**src/bcaiu_regs.svh**
```systemverilog
// Purpose: Constants for the bit count and area identify unit.
// Assumes: Included by its bare name; definitions only.
// Notes:   Widths, area codes, address limits and count limits.
`ifndef BCAIU_REGS_SVH
`define BCAIU_REGS_SVH

// ---------------------------------------------------------------
// Widths
// ---------------------------------------------------------------
`define BCAIU_WORD_W       16
`define BCAIU_ACC_W        18
`define BCAIU_BIN_W        14
`define BCAIU_POS_W        7

// ---------------------------------------------------------------
// Limits and counts
// ---------------------------------------------------------------
`define BCAIU_COUNT_MAX    18'h0270f
`define BCAIU_BCD_DIGIT_MAX 4'h9
`define BCAIU_BITPOS_MAX   7'h0f
`define BCAIU_DABBLE_LAST  4'hd
`define BCAIU_BANK_MAX     4'hc

// ---------------------------------------------------------------
// Area codes and word address limits
// ---------------------------------------------------------------
`define BCAIU_CODE_CIO     16'h00b0
`define BCAIU_CODE_WORK    16'h00b1
`define BCAIU_CODE_HOLD    16'h00b2
`define BCAIU_CODE_DM      16'h0082
`define BCAIU_CODE_EM_BASE 16'h00a0
`define BCAIU_LIM_CIO      16'h17ff
`define BCAIU_LIM_WH       16'h01ff
`define BCAIU_LIM_MEM      16'h7fff

`endif

```
**src/bcaiu_pkg.sv**
```systemverilog
// Purpose: Types shared by the bit count and area identify unit.
// Assumes: bcaiu_regs.svh supplies the widths.
// Notes:   Nothing here is imported; users write bcaiu_pkg::name.
`include "bcaiu_regs.svh"
`default_nettype none

package bcaiu_pkg;

   // ---------------------------------------------------------------
   // Enumerations
   // ---------------------------------------------------------------
   typedef enum logic [3:0] {
      AREA_CORE_IO,
      AREA_WORK,
      AREA_HOLD,
      AREA_AUX,
      AREA_TIMER,
      AREA_COUNTER,
      AREA_DATA_MEM,
      AREA_EXT_MEM
   } bcaiu_area_type;

   typedef enum logic [1:0] {
      OP_BIT_COUNT,
      OP_LOCATION_ID,
      OP_BIT_MOVE
   } bcaiu_op_type;

   // ---------------------------------------------------------------
   // Carriers
   // ---------------------------------------------------------------
   typedef struct packed {
      bcaiu_area_type              area;
      logic [3:0]                  bank;
      logic [`BCAIU_WORD_W-1:0]    word;
   } bcaiu_addr_type;

   typedef struct packed {
      bcaiu_op_type op;
      logic         cond;
      logic         upward;
   } bcaiu_cmd_type;

   typedef struct packed {
      logic [`BCAIU_WORD_W-1:0] num;
      logic [`BCAIU_WORD_W-1:0] move_src;
      bcaiu_addr_type           src;
      bcaiu_addr_type           dest1;
      bcaiu_addr_type           dest2;
   } bcaiu_opnd_type;

endpackage

`default_nettype wire

```
**src/bcaiu_locid.sv**
```systemverilog
// Purpose: Turns an operand location into an area code and word address.
// Assumes: Purely combinational; fed from logic on the same clock.
// Notes:   Areas without a code, bad banks and out-of-range words fault.
`include "bcaiu_regs.svh"
`default_nettype none

module bcaiu_locid
(
   input  wire bcaiu_pkg::bcaiu_addr_type      loc,
   output logic [`BCAIU_WORD_W-1:0]            area_code,
   output logic [`BCAIU_WORD_W-1:0]            word_addr,
   output logic                                fault
);

   logic [`BCAIU_WORD_W-1:0] limit;

   // ---------------------------------------------------------------
   // Area decode
   // ---------------------------------------------------------------
   always_comb
   begin
      area_code = '0;
      limit     = '0;
      fault     = 1'b0;
      case (loc.area)
         bcaiu_pkg::AREA_CORE_IO :
         begin
            area_code = `BCAIU_CODE_CIO;
            limit     = `BCAIU_LIM_CIO;
         end
         bcaiu_pkg::AREA_WORK :
         begin
            area_code = `BCAIU_CODE_WORK;
            limit     = `BCAIU_LIM_WH;
         end
         bcaiu_pkg::AREA_HOLD :
         begin
            area_code = `BCAIU_CODE_HOLD;
            limit     = `BCAIU_LIM_WH;
         end
         bcaiu_pkg::AREA_DATA_MEM :
         begin
            area_code = `BCAIU_CODE_DM;
            limit     = `BCAIU_LIM_MEM;
         end
         bcaiu_pkg::AREA_EXT_MEM :
         begin
            area_code = `BCAIU_CODE_EM_BASE | {12'h000, loc.bank};
            limit     = `BCAIU_LIM_MEM;
            fault     = (loc.bank > `BCAIU_BANK_MAX);
         end
         default :
         begin
            fault = 1'b1;
         end
      endcase
      if (loc.word > limit)
      begin
         fault = 1'b1;
      end
   end

   assign word_addr = loc.word;

endmodule // bcaiu_locid

`default_nettype wire

```
**src/bcaiu_popcnt.sv**
```systemverilog
// Purpose: Counts the one bits of a word.
// Assumes: Purely combinational.
// Notes:   Chain of partial sums built by a generate loop.
`default_nettype none

module bcaiu_popcnt
#(
   parameter int W = 16
)
(
   input  wire logic [W-1:0]           word,
   output logic      [$clog2(W+1)-1:0] ones
);

   localparam int CW = $clog2(W+1);

   logic [CW-1:0] part [0:W];

   assign part[0] = '0;

   // ---------------------------------------------------------------
   // Partial sums
   // ---------------------------------------------------------------
   for (genvar i = 0; i < W; i++)
   begin : g_sum
      assign part[i+1] = part[i] + CW'(word[i]);
   end

   assign ones = part[W];

endmodule // bcaiu_popcnt

`default_nettype wire

```
**src/bcaiu_top.sv**
```systemverilog
// Purpose: Datapath for the bit count, location identify and bit move ops.
// Assumes: Sequencer and data memory share CLOCK; memory takes a write
//          every cycle and answers each read with MEM_RD_VALID later.
// Notes:   One command at a time; CMD_VALID is ignored while BUSY is high.
`include "bcaiu_regs.svh"
`default_nettype none

module bcaiu_top
(
   input  wire logic                       CLOCK,
   input  wire logic                       NRST,
   input  wire logic                       CMD_VALID,
   input  wire bcaiu_pkg::bcaiu_cmd_type   CMD,
   input  wire bcaiu_pkg::bcaiu_opnd_type  OPND,
   input  wire logic                       MEM_RD_VALID,
   input  wire logic [`BCAIU_WORD_W-1:0]   MEM_RD_DATA,
   output logic                            BUSY,
   output logic                            DONE,
   output logic                            FAULT_FLAG,
   output logic                            EQUALS_FLAG,
   output logic                            MEM_RD_REQ,
   output bcaiu_pkg::bcaiu_addr_type       MEM_RD_ADDR,
   output logic                            MEM_WR_REQ,
   output bcaiu_pkg::bcaiu_addr_type       MEM_WR_ADDR,
   output logic [`BCAIU_WORD_W-1:0]        MEM_WR_DATA
);

   localparam int W = `BCAIU_WORD_W;
   localparam int CW = $clog2(W+1);

   typedef enum {
      ST_IDLE,
      ST_RD_REQ,
      ST_RD_WAIT,
      ST_CONV,
      ST_WR1,
      ST_WR2,
      ST_DONE
   } bcaiu_state_type;

   // ---------------------------------------------------------------
   // Decode functions
   // ---------------------------------------------------------------
   function automatic logic digit_ok(input logic [3:0] d);
      digit_ok = (d <= `BCAIU_BCD_DIGIT_MAX);
   endfunction

   function automatic logic [`BCAIU_POS_W-1:0] bcd2_bin(input logic [7:0] b);
      bcd2_bin = `BCAIU_POS_W'(b[7:4]) * `BCAIU_POS_W'(10) + `BCAIU_POS_W'(b[3:0]);
   endfunction

   function automatic logic half_ok(input logic [7:0] b);
      half_ok = digit_ok(b[7:4]) && digit_ok(b[3:0]) && (bcd2_bin(b) <= `BCAIU_BITPOS_MAX);
   endfunction

   function automatic logic [3:0] add3(input logic [3:0] d);
      add3 = (d > 4'h4) ? d + 4'h3 : d;
   endfunction

   // ---------------------------------------------------------------
   // Declarations
   // ---------------------------------------------------------------
   bcaiu_state_type            state_q;
   bcaiu_state_type            state_d;
   bcaiu_pkg::bcaiu_op_type    op_q;
   bcaiu_pkg::bcaiu_addr_type  rd_addr_q;
   bcaiu_pkg::bcaiu_addr_type  dest1_q;
   bcaiu_pkg::bcaiu_addr_type  dest2_q;
   logic [2:0]                 cond_hist_q;
   logic [`BCAIU_BIN_W-1:0]    remain_q;
   logic [`BCAIU_ACC_W-1:0]    acc_q;
   logic [`BCAIU_ACC_W-1:0]    acc_next;
   logic [`BCAIU_BIN_W-1:0]    shift_q;
   logic [W-1:0]               bcd_q;
   logic [3:0]                 iter_q;
   logic [W-1:0]               code_q;
   logic [W-1:0]               waddr_q;
   logic [W-1:0]               moved_q;
   logic [W-1:0]               move_src_q;
   logic [3:0]                 src_pos_q;
   logic [3:0]                 dst_pos_q;
   logic                       fault_q;
   logic                       fault_d;
   logic [CW-1:0]              ones;
   logic [W-1:0]               loc_code;
   logic [W-1:0]               loc_word;
   logic                       loc_fault;
   logic                       accept;
   logic                       exec;
   logic                       n_ok;
   logic                       ctl_ok;
   logic                       last_word;
   logic                       overflow;
   logic [`BCAIU_BIN_W-1:0]    n_bin;
   logic [W+`BCAIU_BIN_W-1:0]  conv_next;

   // ---------------------------------------------------------------
   // Operand checks
   // ---------------------------------------------------------------
   assign n_bin = `BCAIU_BIN_W'(OPND.num[15:12]) * `BCAIU_BIN_W'(1000)
                + `BCAIU_BIN_W'(OPND.num[11:8])  * `BCAIU_BIN_W'(100)
                + `BCAIU_BIN_W'(OPND.num[7:4])   * `BCAIU_BIN_W'(10)
                + `BCAIU_BIN_W'(OPND.num[3:0]);
   assign n_ok   = digit_ok(OPND.num[15:12]) && digit_ok(OPND.num[11:8]) &&
                   digit_ok(OPND.num[7:4]) && digit_ok(OPND.num[3:0]) &&
                   (n_bin != '0);
   assign ctl_ok = half_ok(OPND.num[15:8]) && half_ok(OPND.num[7:0]);

   // Prefixed form fires only when the condition was low on the last scan.
   assign accept = CMD_VALID && !BUSY;
   assign exec   = accept && CMD.cond && (!CMD.upward || !cond_hist_q[CMD.op]);

   // Read data is counted as raw bits; its decimal validity is never checked.
   assign acc_next  = acc_q + `BCAIU_ACC_W'(ones);
   assign last_word = (remain_q == `BCAIU_BIN_W'(1));
   assign overflow  = (acc_next > `BCAIU_COUNT_MAX);

   // One shift-and-add-three step over the BCD digits and the remaining binary bits.
   assign conv_next = {add3(bcd_q[15:12]), add3(bcd_q[11:8]), add3(bcd_q[7:4]), add3(bcd_q[3:0]),
                       shift_q} << 1;

   bcaiu_popcnt #(
      .W    (W)
   ) u_popcnt (
      .word (MEM_RD_DATA),
      .ones (ones)
   );

   bcaiu_locid u_locid (
      .loc       (OPND.src),
      .area_code (loc_code),
      .word_addr (loc_word),
      .fault     (loc_fault)
   );

   // ---------------------------------------------------------------
   // Sequencing
   // ---------------------------------------------------------------
   always_comb
   begin
      state_d = state_q;
      fault_d = fault_q;
      case (state_q)
         ST_IDLE :
         begin
            if (exec)
            begin
               case (CMD.op)
                  bcaiu_pkg::OP_BIT_COUNT :
                  begin
                     fault_d = !n_ok;
                     state_d = n_ok ? ST_RD_REQ : ST_DONE;
                  end
                  bcaiu_pkg::OP_LOCATION_ID :
                  begin
                     fault_d = loc_fault;
                     state_d = loc_fault ? ST_DONE : ST_WR1;
                  end
                  default :
                  begin
                     fault_d = !ctl_ok;
                     state_d = ctl_ok ? ST_RD_REQ : ST_DONE;
                  end
               endcase
            end
         end
         ST_RD_REQ :
         begin
            state_d = ST_RD_WAIT;
         end
         ST_RD_WAIT :
         begin
            if (MEM_RD_VALID)
            begin
               if (op_q == bcaiu_pkg::OP_BIT_MOVE)
               begin
                  state_d = ST_WR1;
               end
               else if (last_word)
               begin
                  fault_d = overflow;
                  state_d = overflow ? ST_DONE : ST_CONV;
               end
               else
               begin
                  state_d = ST_RD_REQ;
               end
            end
         end
         ST_CONV :
         begin
            if (iter_q == `BCAIU_DABBLE_LAST)
            begin
               state_d = ST_WR1;
            end
         end
         ST_WR1 :
         begin
            state_d = (op_q == bcaiu_pkg::OP_LOCATION_ID) ? ST_WR2 : ST_DONE;
         end
         ST_WR2 :
         begin
            state_d = ST_DONE;
         end
         ST_DONE :
         begin
            state_d = ST_IDLE;
         end
         default :
         begin
            state_d = ST_IDLE;
         end
      endcase
   end

   always_ff @(posedge CLOCK or negedge NRST)
   begin
      if (!NRST)
      begin
         state_q <= ST_IDLE;
         fault_q <= 1'b0;
      end
      else
      begin
         state_q <= state_d;
         fault_q <= fault_d;
      end
   end

   // ---------------------------------------------------------------
   // Condition history, one entry per operation
   // ---------------------------------------------------------------
   always_ff @(posedge CLOCK or negedge NRST)
   begin
      if (!NRST)
      begin
         cond_hist_q <= 3'h0;
      end
      else if (accept)
      begin
         cond_hist_q[CMD.op] <= CMD.cond;
      end
   end

   // ---------------------------------------------------------------
   // Operand capture and source walk
   // ---------------------------------------------------------------
   always_ff @(posedge CLOCK or negedge NRST)
   begin
      if (!NRST)
      begin
         op_q       <= bcaiu_pkg::OP_BIT_COUNT;
         rd_addr_q  <= '0;
         dest1_q    <= '0;
         dest2_q    <= '0;
         remain_q   <= '0;
         code_q     <= '0;
         waddr_q    <= '0;
         move_src_q <= '0;
         src_pos_q  <= 4'h0;
         dst_pos_q  <= 4'h0;
      end
      else if (state_q == ST_IDLE && exec)
      begin
         op_q       <= CMD.op;
         dest1_q    <= OPND.dest1;
         dest2_q    <= OPND.dest2;
         remain_q   <= n_bin;
         code_q     <= loc_code;
         waddr_q    <= loc_word;
         move_src_q <= OPND.move_src;
         src_pos_q  <= 4'(bcd2_bin(OPND.num[7:0]));
         dst_pos_q  <= 4'(bcd2_bin(OPND.num[15:8]));
         rd_addr_q  <= (CMD.op == bcaiu_pkg::OP_BIT_MOVE) ? OPND.dest1 : OPND.src;
      end
      else if (state_q == ST_RD_WAIT && MEM_RD_VALID)
      begin
         // The walk stays in one area; the program keeps the run inside it.
         rd_addr_q.word <= rd_addr_q.word + 16'h0001;
         remain_q       <= remain_q - `BCAIU_BIN_W'(1);
      end
   end

   // ---------------------------------------------------------------
   // Accumulation, BCD conversion and bit merge
   // ---------------------------------------------------------------
   always_ff @(posedge CLOCK or negedge NRST)
   begin
      if (!NRST)
      begin
         acc_q   <= '0;
         shift_q <= '0;
         bcd_q   <= '0;
         iter_q  <= 4'h0;
         moved_q <= '0;
      end
      else if (state_q == ST_IDLE)
      begin
         acc_q <= '0;
      end
      else if (state_q == ST_RD_WAIT && MEM_RD_VALID)
      begin
         acc_q   <= acc_next;
         shift_q <= acc_next[`BCAIU_BIN_W-1:0];
         bcd_q   <= '0;
         iter_q  <= 4'h0;
         moved_q <= MEM_RD_DATA;
         moved_q[dst_pos_q] <= move_src_q[src_pos_q];
      end
      else if (state_q == ST_CONV)
      begin
         // Shift-and-add-three: one binary bit enters per cycle.
         {bcd_q, shift_q} <= conv_next;
         iter_q <= iter_q + 4'h1;
      end
   end

   // ---------------------------------------------------------------
   // Memory ports
   // ---------------------------------------------------------------
   always_ff @(posedge CLOCK or negedge NRST)
   begin
      if (!NRST)
      begin
         MEM_RD_REQ  <= 1'b0;
         MEM_RD_ADDR <= '0;
         MEM_WR_REQ  <= 1'b0;
         MEM_WR_ADDR <= '0;
         MEM_WR_DATA <= '0;
      end
      else
      begin
         MEM_RD_REQ  <= (state_d == ST_RD_REQ);
         MEM_RD_ADDR <= (state_d == ST_RD_REQ) ?
                        ((state_q == ST_IDLE) ?
                         ((CMD.op == bcaiu_pkg::OP_BIT_MOVE) ? OPND.dest1 : OPND.src) :
                         bcaiu_pkg::bcaiu_addr_type'{area: rd_addr_q.area, bank: rd_addr_q.bank,
                                                     word: rd_addr_q.word + 16'h0001}) :
                        MEM_RD_ADDR;
         MEM_WR_REQ  <= (state_d == ST_WR1) || (state_d == ST_WR2);
         MEM_WR_ADDR <= (state_d == ST_WR2) ? dest2_q :
                        (state_q == ST_IDLE) ? OPND.dest1 : dest1_q;
         if (state_d == ST_WR2)
         begin
            MEM_WR_DATA <= waddr_q;
         end
         else if (state_q == ST_IDLE)
         begin
            MEM_WR_DATA <= loc_code;
         end
         else if (state_q == ST_RD_WAIT)
         begin
            MEM_WR_DATA <= MEM_RD_DATA ^
                           (W'(MEM_RD_DATA[dst_pos_q] ^ move_src_q[src_pos_q]) << dst_pos_q);
         end
         else if (state_q == ST_CONV)
         begin
            MEM_WR_DATA <= conv_next[W+`BCAIU_BIN_W-1:`BCAIU_BIN_W];
         end
      end
   end

   // ---------------------------------------------------------------
   // Handshake and flags
   // ---------------------------------------------------------------
   always_ff @(posedge CLOCK or negedge NRST)
   begin
      if (!NRST)
      begin
         BUSY        <= 1'b0;
         DONE        <= 1'b0;
         FAULT_FLAG  <= 1'b0;
         EQUALS_FLAG <= 1'b0;
      end
      else
      begin
         BUSY <= (state_d != ST_IDLE);
         DONE <= (state_d == ST_DONE);
         if (state_q == ST_DONE)
         begin
            FAULT_FLAG <= fault_q;
            if (op_q == bcaiu_pkg::OP_BIT_COUNT)
            begin
               EQUALS_FLAG <= !fault_q && (acc_q == '0);
            end
         end
      end
   end

endmodule // bcaiu_top

`default_nettype wire

```
**config.mk**
```make
export PLATFORM = sky130hd
export DESIGN_NAME = bcaiu_top
export DESIGN_NICKNAME = d
export VERILOG_FILES = /design/src/bcaiu_pkg.sv /design/src/bcaiu_locid.sv /design/src/bcaiu_popcnt.sv /design/src/bcaiu_top.sv
export VERILOG_INCLUDE_DIRS = /design/src
export SDC_FILE = /design/constraint.sdc
export NUM_CORES = 1
export LEC_CHECK = 0
export BUFFER_PORTS_ARGS = -buffer_cell sky130_fd_sc_hd__buf_2
export CAP_MARGIN = 20
export CORE_MARGIN = 3
export CORE_UTILIZATION = 64
export CTS_CLUSTER_DIAMETER = 150
export CTS_CLUSTER_SIZE = 10
export DETAILED_ROUTE_END_ITERATION = 7
export PLACE_DENSITY = 0.92
export SKIP_CTS_REPAIR_TIMING = 1
export SLEW_MARGIN = 20
export SYNTH_ARGS = -nofsm -noshare
export SYNTH_HDL_FRONTEND = slang
export SYNTH_SLANG_ARGS = --single-unit
```
**constraint.sdc**
```tcl
create_clock -name CLOCK -period 6.91 [get_ports CLOCK]
set_input_delay 1.382 -clock CLOCK [delete_from_list [all_inputs] [get_ports CLOCK]]
set_output_delay 1.382 -clock CLOCK [all_outputs]
set_load 0.02 [all_outputs]
```
==> results.txt <==
- In this run the vertical extent of the chip is 168 µm.
* Number of global-route vias before repair: 15300
- Initial antenna violation count: 7
* Register bit count reported by yosys: 286
- The most used flip-flop cell after synthesis is sky130_fd_sc_hd__dfrtp_1.
- The initialized floorplan defines 58 standard-cell rows.
* Max_cap viols: 0
- The startpoint identified for the worst hold timing path is move_src_q[2]$_DFFE_PN0P_.
* TritonCTS clock tree: built
- Wire length of the first global-routing pass: 80400 µm
- For this run, the total global-route usage over all layers was measured as 35.0%.
- Critical Path End Type: flop
* Width of the chip: 168 µm
- In this run the tightest slew margin relative to its limit is 26.3%.
- The area growth from synthesis to layout is 16.8%.
* GRT Residual Overflow: 0
- The worst hold path was traced through 2 stages.
- In this run, CTS created clock tree buffers numbering 34.
- Count of cells along the worst register-to-register path: 9
- Port bufs: 197
* Reported leakage power: 9.65 nW
- The worst register-to-register path ends at rd_addr_q[10]$_DFFE_PN0P_.
- The pre-antenna-repair detailed-routing pass consisted of 7 iterations.
- No sink is reached through more buffers than the 3 on the longest clock path.
- The setup check on the worst reg-to-reg path leaves a slack of 2.54 ns.
- STA puts the critical path data required time at 7.31 ns.
- Pins over their slew limit: 0
* WL per Instance: 21.7 µm
- Of the available clock period, the critical path in the final layout requires 102%.
- At the end of the flow the core is filled with cells to 77.1%.
- Violations in the final reports: negative setup slack
- For hold timing, the worst endpoint is move_src_q[2]$_DFFE_PN0P_.
- For this run, the number of Yosys warnings is 0.
- Sequential elements use 42.5% of the synthesized area.
* DRC marker count from the first detailed-route iteration: 2177
- In this run the power density over the cells is 222 nW/µm².
- For the pin with the worst max-slew slack, the measured transition is 1.11 ns.
* Full die area: 28300 µm²
- Clock latency on the worst-skew pair, taken at its later pin, is 0.53 ns.
- Cell chosen for the clock root: sky130_fd_sc_hd__clkbuf_16
* Hold Violations, Final: 0
- DRC violations left: 0
* Clock transition at path regs: 0.06 ns
- Minimum period implied by the final worst setup slack: 7.08 ns
- Derived from the worst setup path, the maximum achievable clock frequency is 141 MHz.
* Asr flop ratio synth: 100%
* Final setup TNS: -3.11 ns
* Arrival time reported for the critical path endpoint: 7.48 ns
- Mean instance size in the synthesized netlist: 9.26 µm²
* Non-filler cells, final: 2395
* Core footprint: 25500 µm²
* Number of top-level pins: 198
* Number of synthesized flops with an enable pin: 0
* Wire length after detailed routing: 52000 µm
* Worst clock skew on the final layout: 0.0286 ns
- HPWL after detailed placement: 34000 µm
- In the routed layout, each cell is associated on average with a via count of 6.46.
* Outcome: finished with violations
* Setup slack of the critical path after layout: -0.166 ns
* Maximum fanout along the worst path: 6
* Setup violation total in the final timing report: 24
- Placed cell count: 2344
- The startpoint identified for the worst register-to-register timing path is state_q[23]$_DFF_PN0_.
- Sink Count: 286
* Final instance area: 19700 µm²
- Critical Setup Path Class: input port to flop
- The count of nets left with antenna violations once routing finished came out at 0.
- Cells with a size suffix above 1 make up 18.6% of the layout.
- Routability-driven placement finished with a final weighted congestion of 0.937.
- Placement-stage cell area: 18500 µm²
- Counting distinct cell types in the post-synthesis netlist gives 77.
- For this run, the post-layout net count is 2314.
- The worst setup path is launched from an input port.
- Overall Power: 4.38 mW
- The routed layout has 15500 vias.
- The worst-case IR drop observed on VDD is 0.218 mV.
- For this configuration, the core starts out at a cell density of 66.0%.
- The path class of the tightest hold or removal check is flop to flop.
- RSZ-0062 raised after global routing: yes
- Layout fillers: 1502
- In this run the number of H-tree levels came out at 2.
- Maximum number of pins on one net before global-route repair: 152
* Count of mapped cells out of synthesis: 1821
- The mapped netlist covers 16900 µm².
==> registers in the layout, indices dropped and copies added, names as in the netlist, 3 cells and up <==
signal,count
MEM_RD_ADDR,24
MEM_WR_ADDR,24
MEM_WR_DATA,16
acc_q,18
bcd_q,16
cond_hist_q,3
dest1_q,24
dest2_q,24
dst_pos_q,4
iter_q,4
move_src_q,16
rd_addr_q,24
remain_q,14
shift_q,14
src_pos_q,4
state_q,32
waddr_q,16
==> routing by layer <==
layer / up-vias / share of wire [%] / wire length (µm) / track usage [%]
li1: 6677 / - / - / -
met3: 294 / 11 / 5890 / 7.47
met1: 7394 / 36 / 18600 / 45.1
met5: - / 0.079 / 41 / 0
met4: 6 / 6.1 / 3160 / 15.5
met2: 1094 / 47 / 24200 / 57.4
==> kinds of logic after synthesis <==
group | count (synthesis) | share of synthesized area, %
AO/OA/AOI/OAI | 351 | 13.3
XOR/XNOR | 79 | 4.15
adder cells (fa/ha/maj) | 127 | 10.8
buffers and inverters | 181 | 4.16
flip-flops | 286 | 42.5
multiplexers | 102 | 7.41
other | 1 | 0.0222
AND/OR/NAND/NOR | 694 | 17.7
==> final cells by class <==
class                      instances  area, µm²  share of cell area, %
timing repair buffer             257       1550                   7.87
multi-input combinational       1382       9270                   47.1
clock buffer                      34        851                   4.32
inverter                          98        370                   1.88
clock inverter                     4       63.8                  0.324
sequential                       286       7160                   36.3
tap                              330        413                   2.10
antenna                            4       10.0                 0.0508
==> worst max-delay path: stages <==
cell                        delay (ns)
sky130_fd_sc_hd__buf_6            0.11
sky130_fd_sc_hd__fa_1             0.53
sky130_fd_sc_hd__inv_1            0.06
sky130_fd_sc_hd__fa_1             0.51
sky130_fd_sc_hd__fa_1             0.44
sky130_fd_sc_hd__fa_1             0.53
sky130_fd_sc_hd__fa_2             0.41
sky130_fd_sc_hd__fa_2             0.43
sky130_fd_sc_hd__nor2b_2          0.16
sky130_fd_sc_hd__o21a_1           0.19
sky130_fd_sc_hd__ha_4             0.23
sky130_fd_sc_hd__buf_6            0.12
sky130_fd_sc_hd__and3_4           0.17
sky130_fd_sc_hd__a22oi_2          0.16
sky130_fd_sc_hd__buf_6            0.17
sky130_fd_sc_hd__nor4_4           0.04
sky130_fd_sc_hd__o221ai_1         0.19
sky130_fd_sc_hd__nand4_1          0.17
sky130_fd_sc_hd__a21oi_4          0.23
sky130_fd_sc_hd__a31oi_4          0.13
sky130_fd_sc_hd__a2111oi_4        0.40
sky130_fd_sc_hd__buf_6            0.20
sky130_fd_sc_hd__clkbuf_16        0.18
sky130_fd_sc_hd__mux2_4           0.32
==> power by group <==
part	leakage, nW	switching, mW	internal (mW)	total, mW
clock network	0.449	0.689	0.913	1.60
logic	5.63	0.622	0.458	1.08
registers	3.57	0.00722	1.69	1.70
total	9.65	1.32	3.06	4.38
==> worst max-delay path by stage <==
| stage | cells after the start | start | end | slack (ns) |
|---|---|---|---|---|
| after detailed placement | 20 | MEM_RD_DATA[7] | MEM_RD_ADDR[15]$_DFFE_PN0P_ | -0.66 |
| after CTS | 20 | MEM_RD_DATA[7] | MEM_RD_ADDR[0]$_DFFE_PN0P_ | -0.15 |
| after floorplan | 21 | MEM_RD_DATA[7] | MEM_RD_ADDR[10]$_DFFE_PN0P_ | -0.24 |
| after global routing | 22 | MEM_RD_DATA[3] | MEM_RD_ADDR[3]$_DFFE_PN0P_ | -0.32 |
| after global placement | 20 | MEM_RD_DATA[7] | MEM_RD_ADDR[19]$_DFFE_PN0P_ | -0.50 |
| final | 24 | MEM_RD_DATA[9] | MEM_RD_ADDR[3]$_DFFE_PN0P_ | -0.17 |
==> placed cells by master, fill, tap and decap left out, types with 36 or more instances in the layout <==
master	n
sky130_fd_sc_hd__ha_1	94
sky130_fd_sc_hd__nand2_1	432
sky130_fd_sc_hd__nor2_1	97
sky130_fd_sc_hd__xnor2_1	52
sky130_fd_sc_hd__o21ai_0	120
sky130_fd_sc_hd__clkbuf_16	36
sky130_fd_sc_hd__a21oi_1	81
sky130_fd_sc_hd__buf_4	52
sky130_fd_sc_hd__dfrtp_1	286
sky130_fd_sc_hd__mux2i_1	60
sky130_fd_sc_hd__buf_2	192
sky130_fd_sc_hd__inv_1	94
==> synthesized netlist by cell type, drive strengths merged (3+ instances only) <==
cell | n | share of area [%]
a221oi | 18 | 0.94
o21a | 8 | 0.36
a21o | 16 | 0.71
ha | 96 | 7.1
mux2 | 33 | 2.6
o221ai | 3 | 0.16
and4 | 5 | 0.26
a21oi | 85 | 2.6
nand2b | 11 | 0.41
a22o | 6 | 0.31
a2111oi | 4 | 0.43
o22ai | 13 | 0.48
xnor2 | 56 | 3.0
or2 | 6 | 0.22
o21ai | 122 | 3.6
nor3 | 29 | 0.86
mux2i | 60 | 3.6
o311ai | 3 | 0.16
a31o | 5 | 0.26
xor2 | 23 | 1.2
and2 | 8 | 0.30
o211ai | 8 | 0.36
nand3 | 23 | 0.68
or4 | 6 | 0.27
mux4 | 9 | 1.2
a31oi | 21 | 0.82
a211oi | 7 | 0.31
nor2 | 99 | 2.2
nor2b | 17 | 0.63
dfrtp | 286 | 42
clkbuf | 72 | 1.6
nor4 | 16 | 0.63
o31ai | 3 | 0.13
buf | 11 | 0.37
inv | 98 | 2.2
nand4 | 13 | 0.48
fa | 31 | 3.7
nand2 | 433 | 9.6
and3 | 15 | 0.56
or3 | 7 | 0.26
==> stage by stage <==
step | setup WS (ns) | hold WS [ns]
global placement | -0.496 | 0.453
detailed placement | -0.663 | 0.462
global route | -0.316 | 0.503
floorplan | -0.237 | 0.440
finish | -0.166 | 0.473
CTS | -0.146 | 0.472
Power figures use the tool's default switching activity.
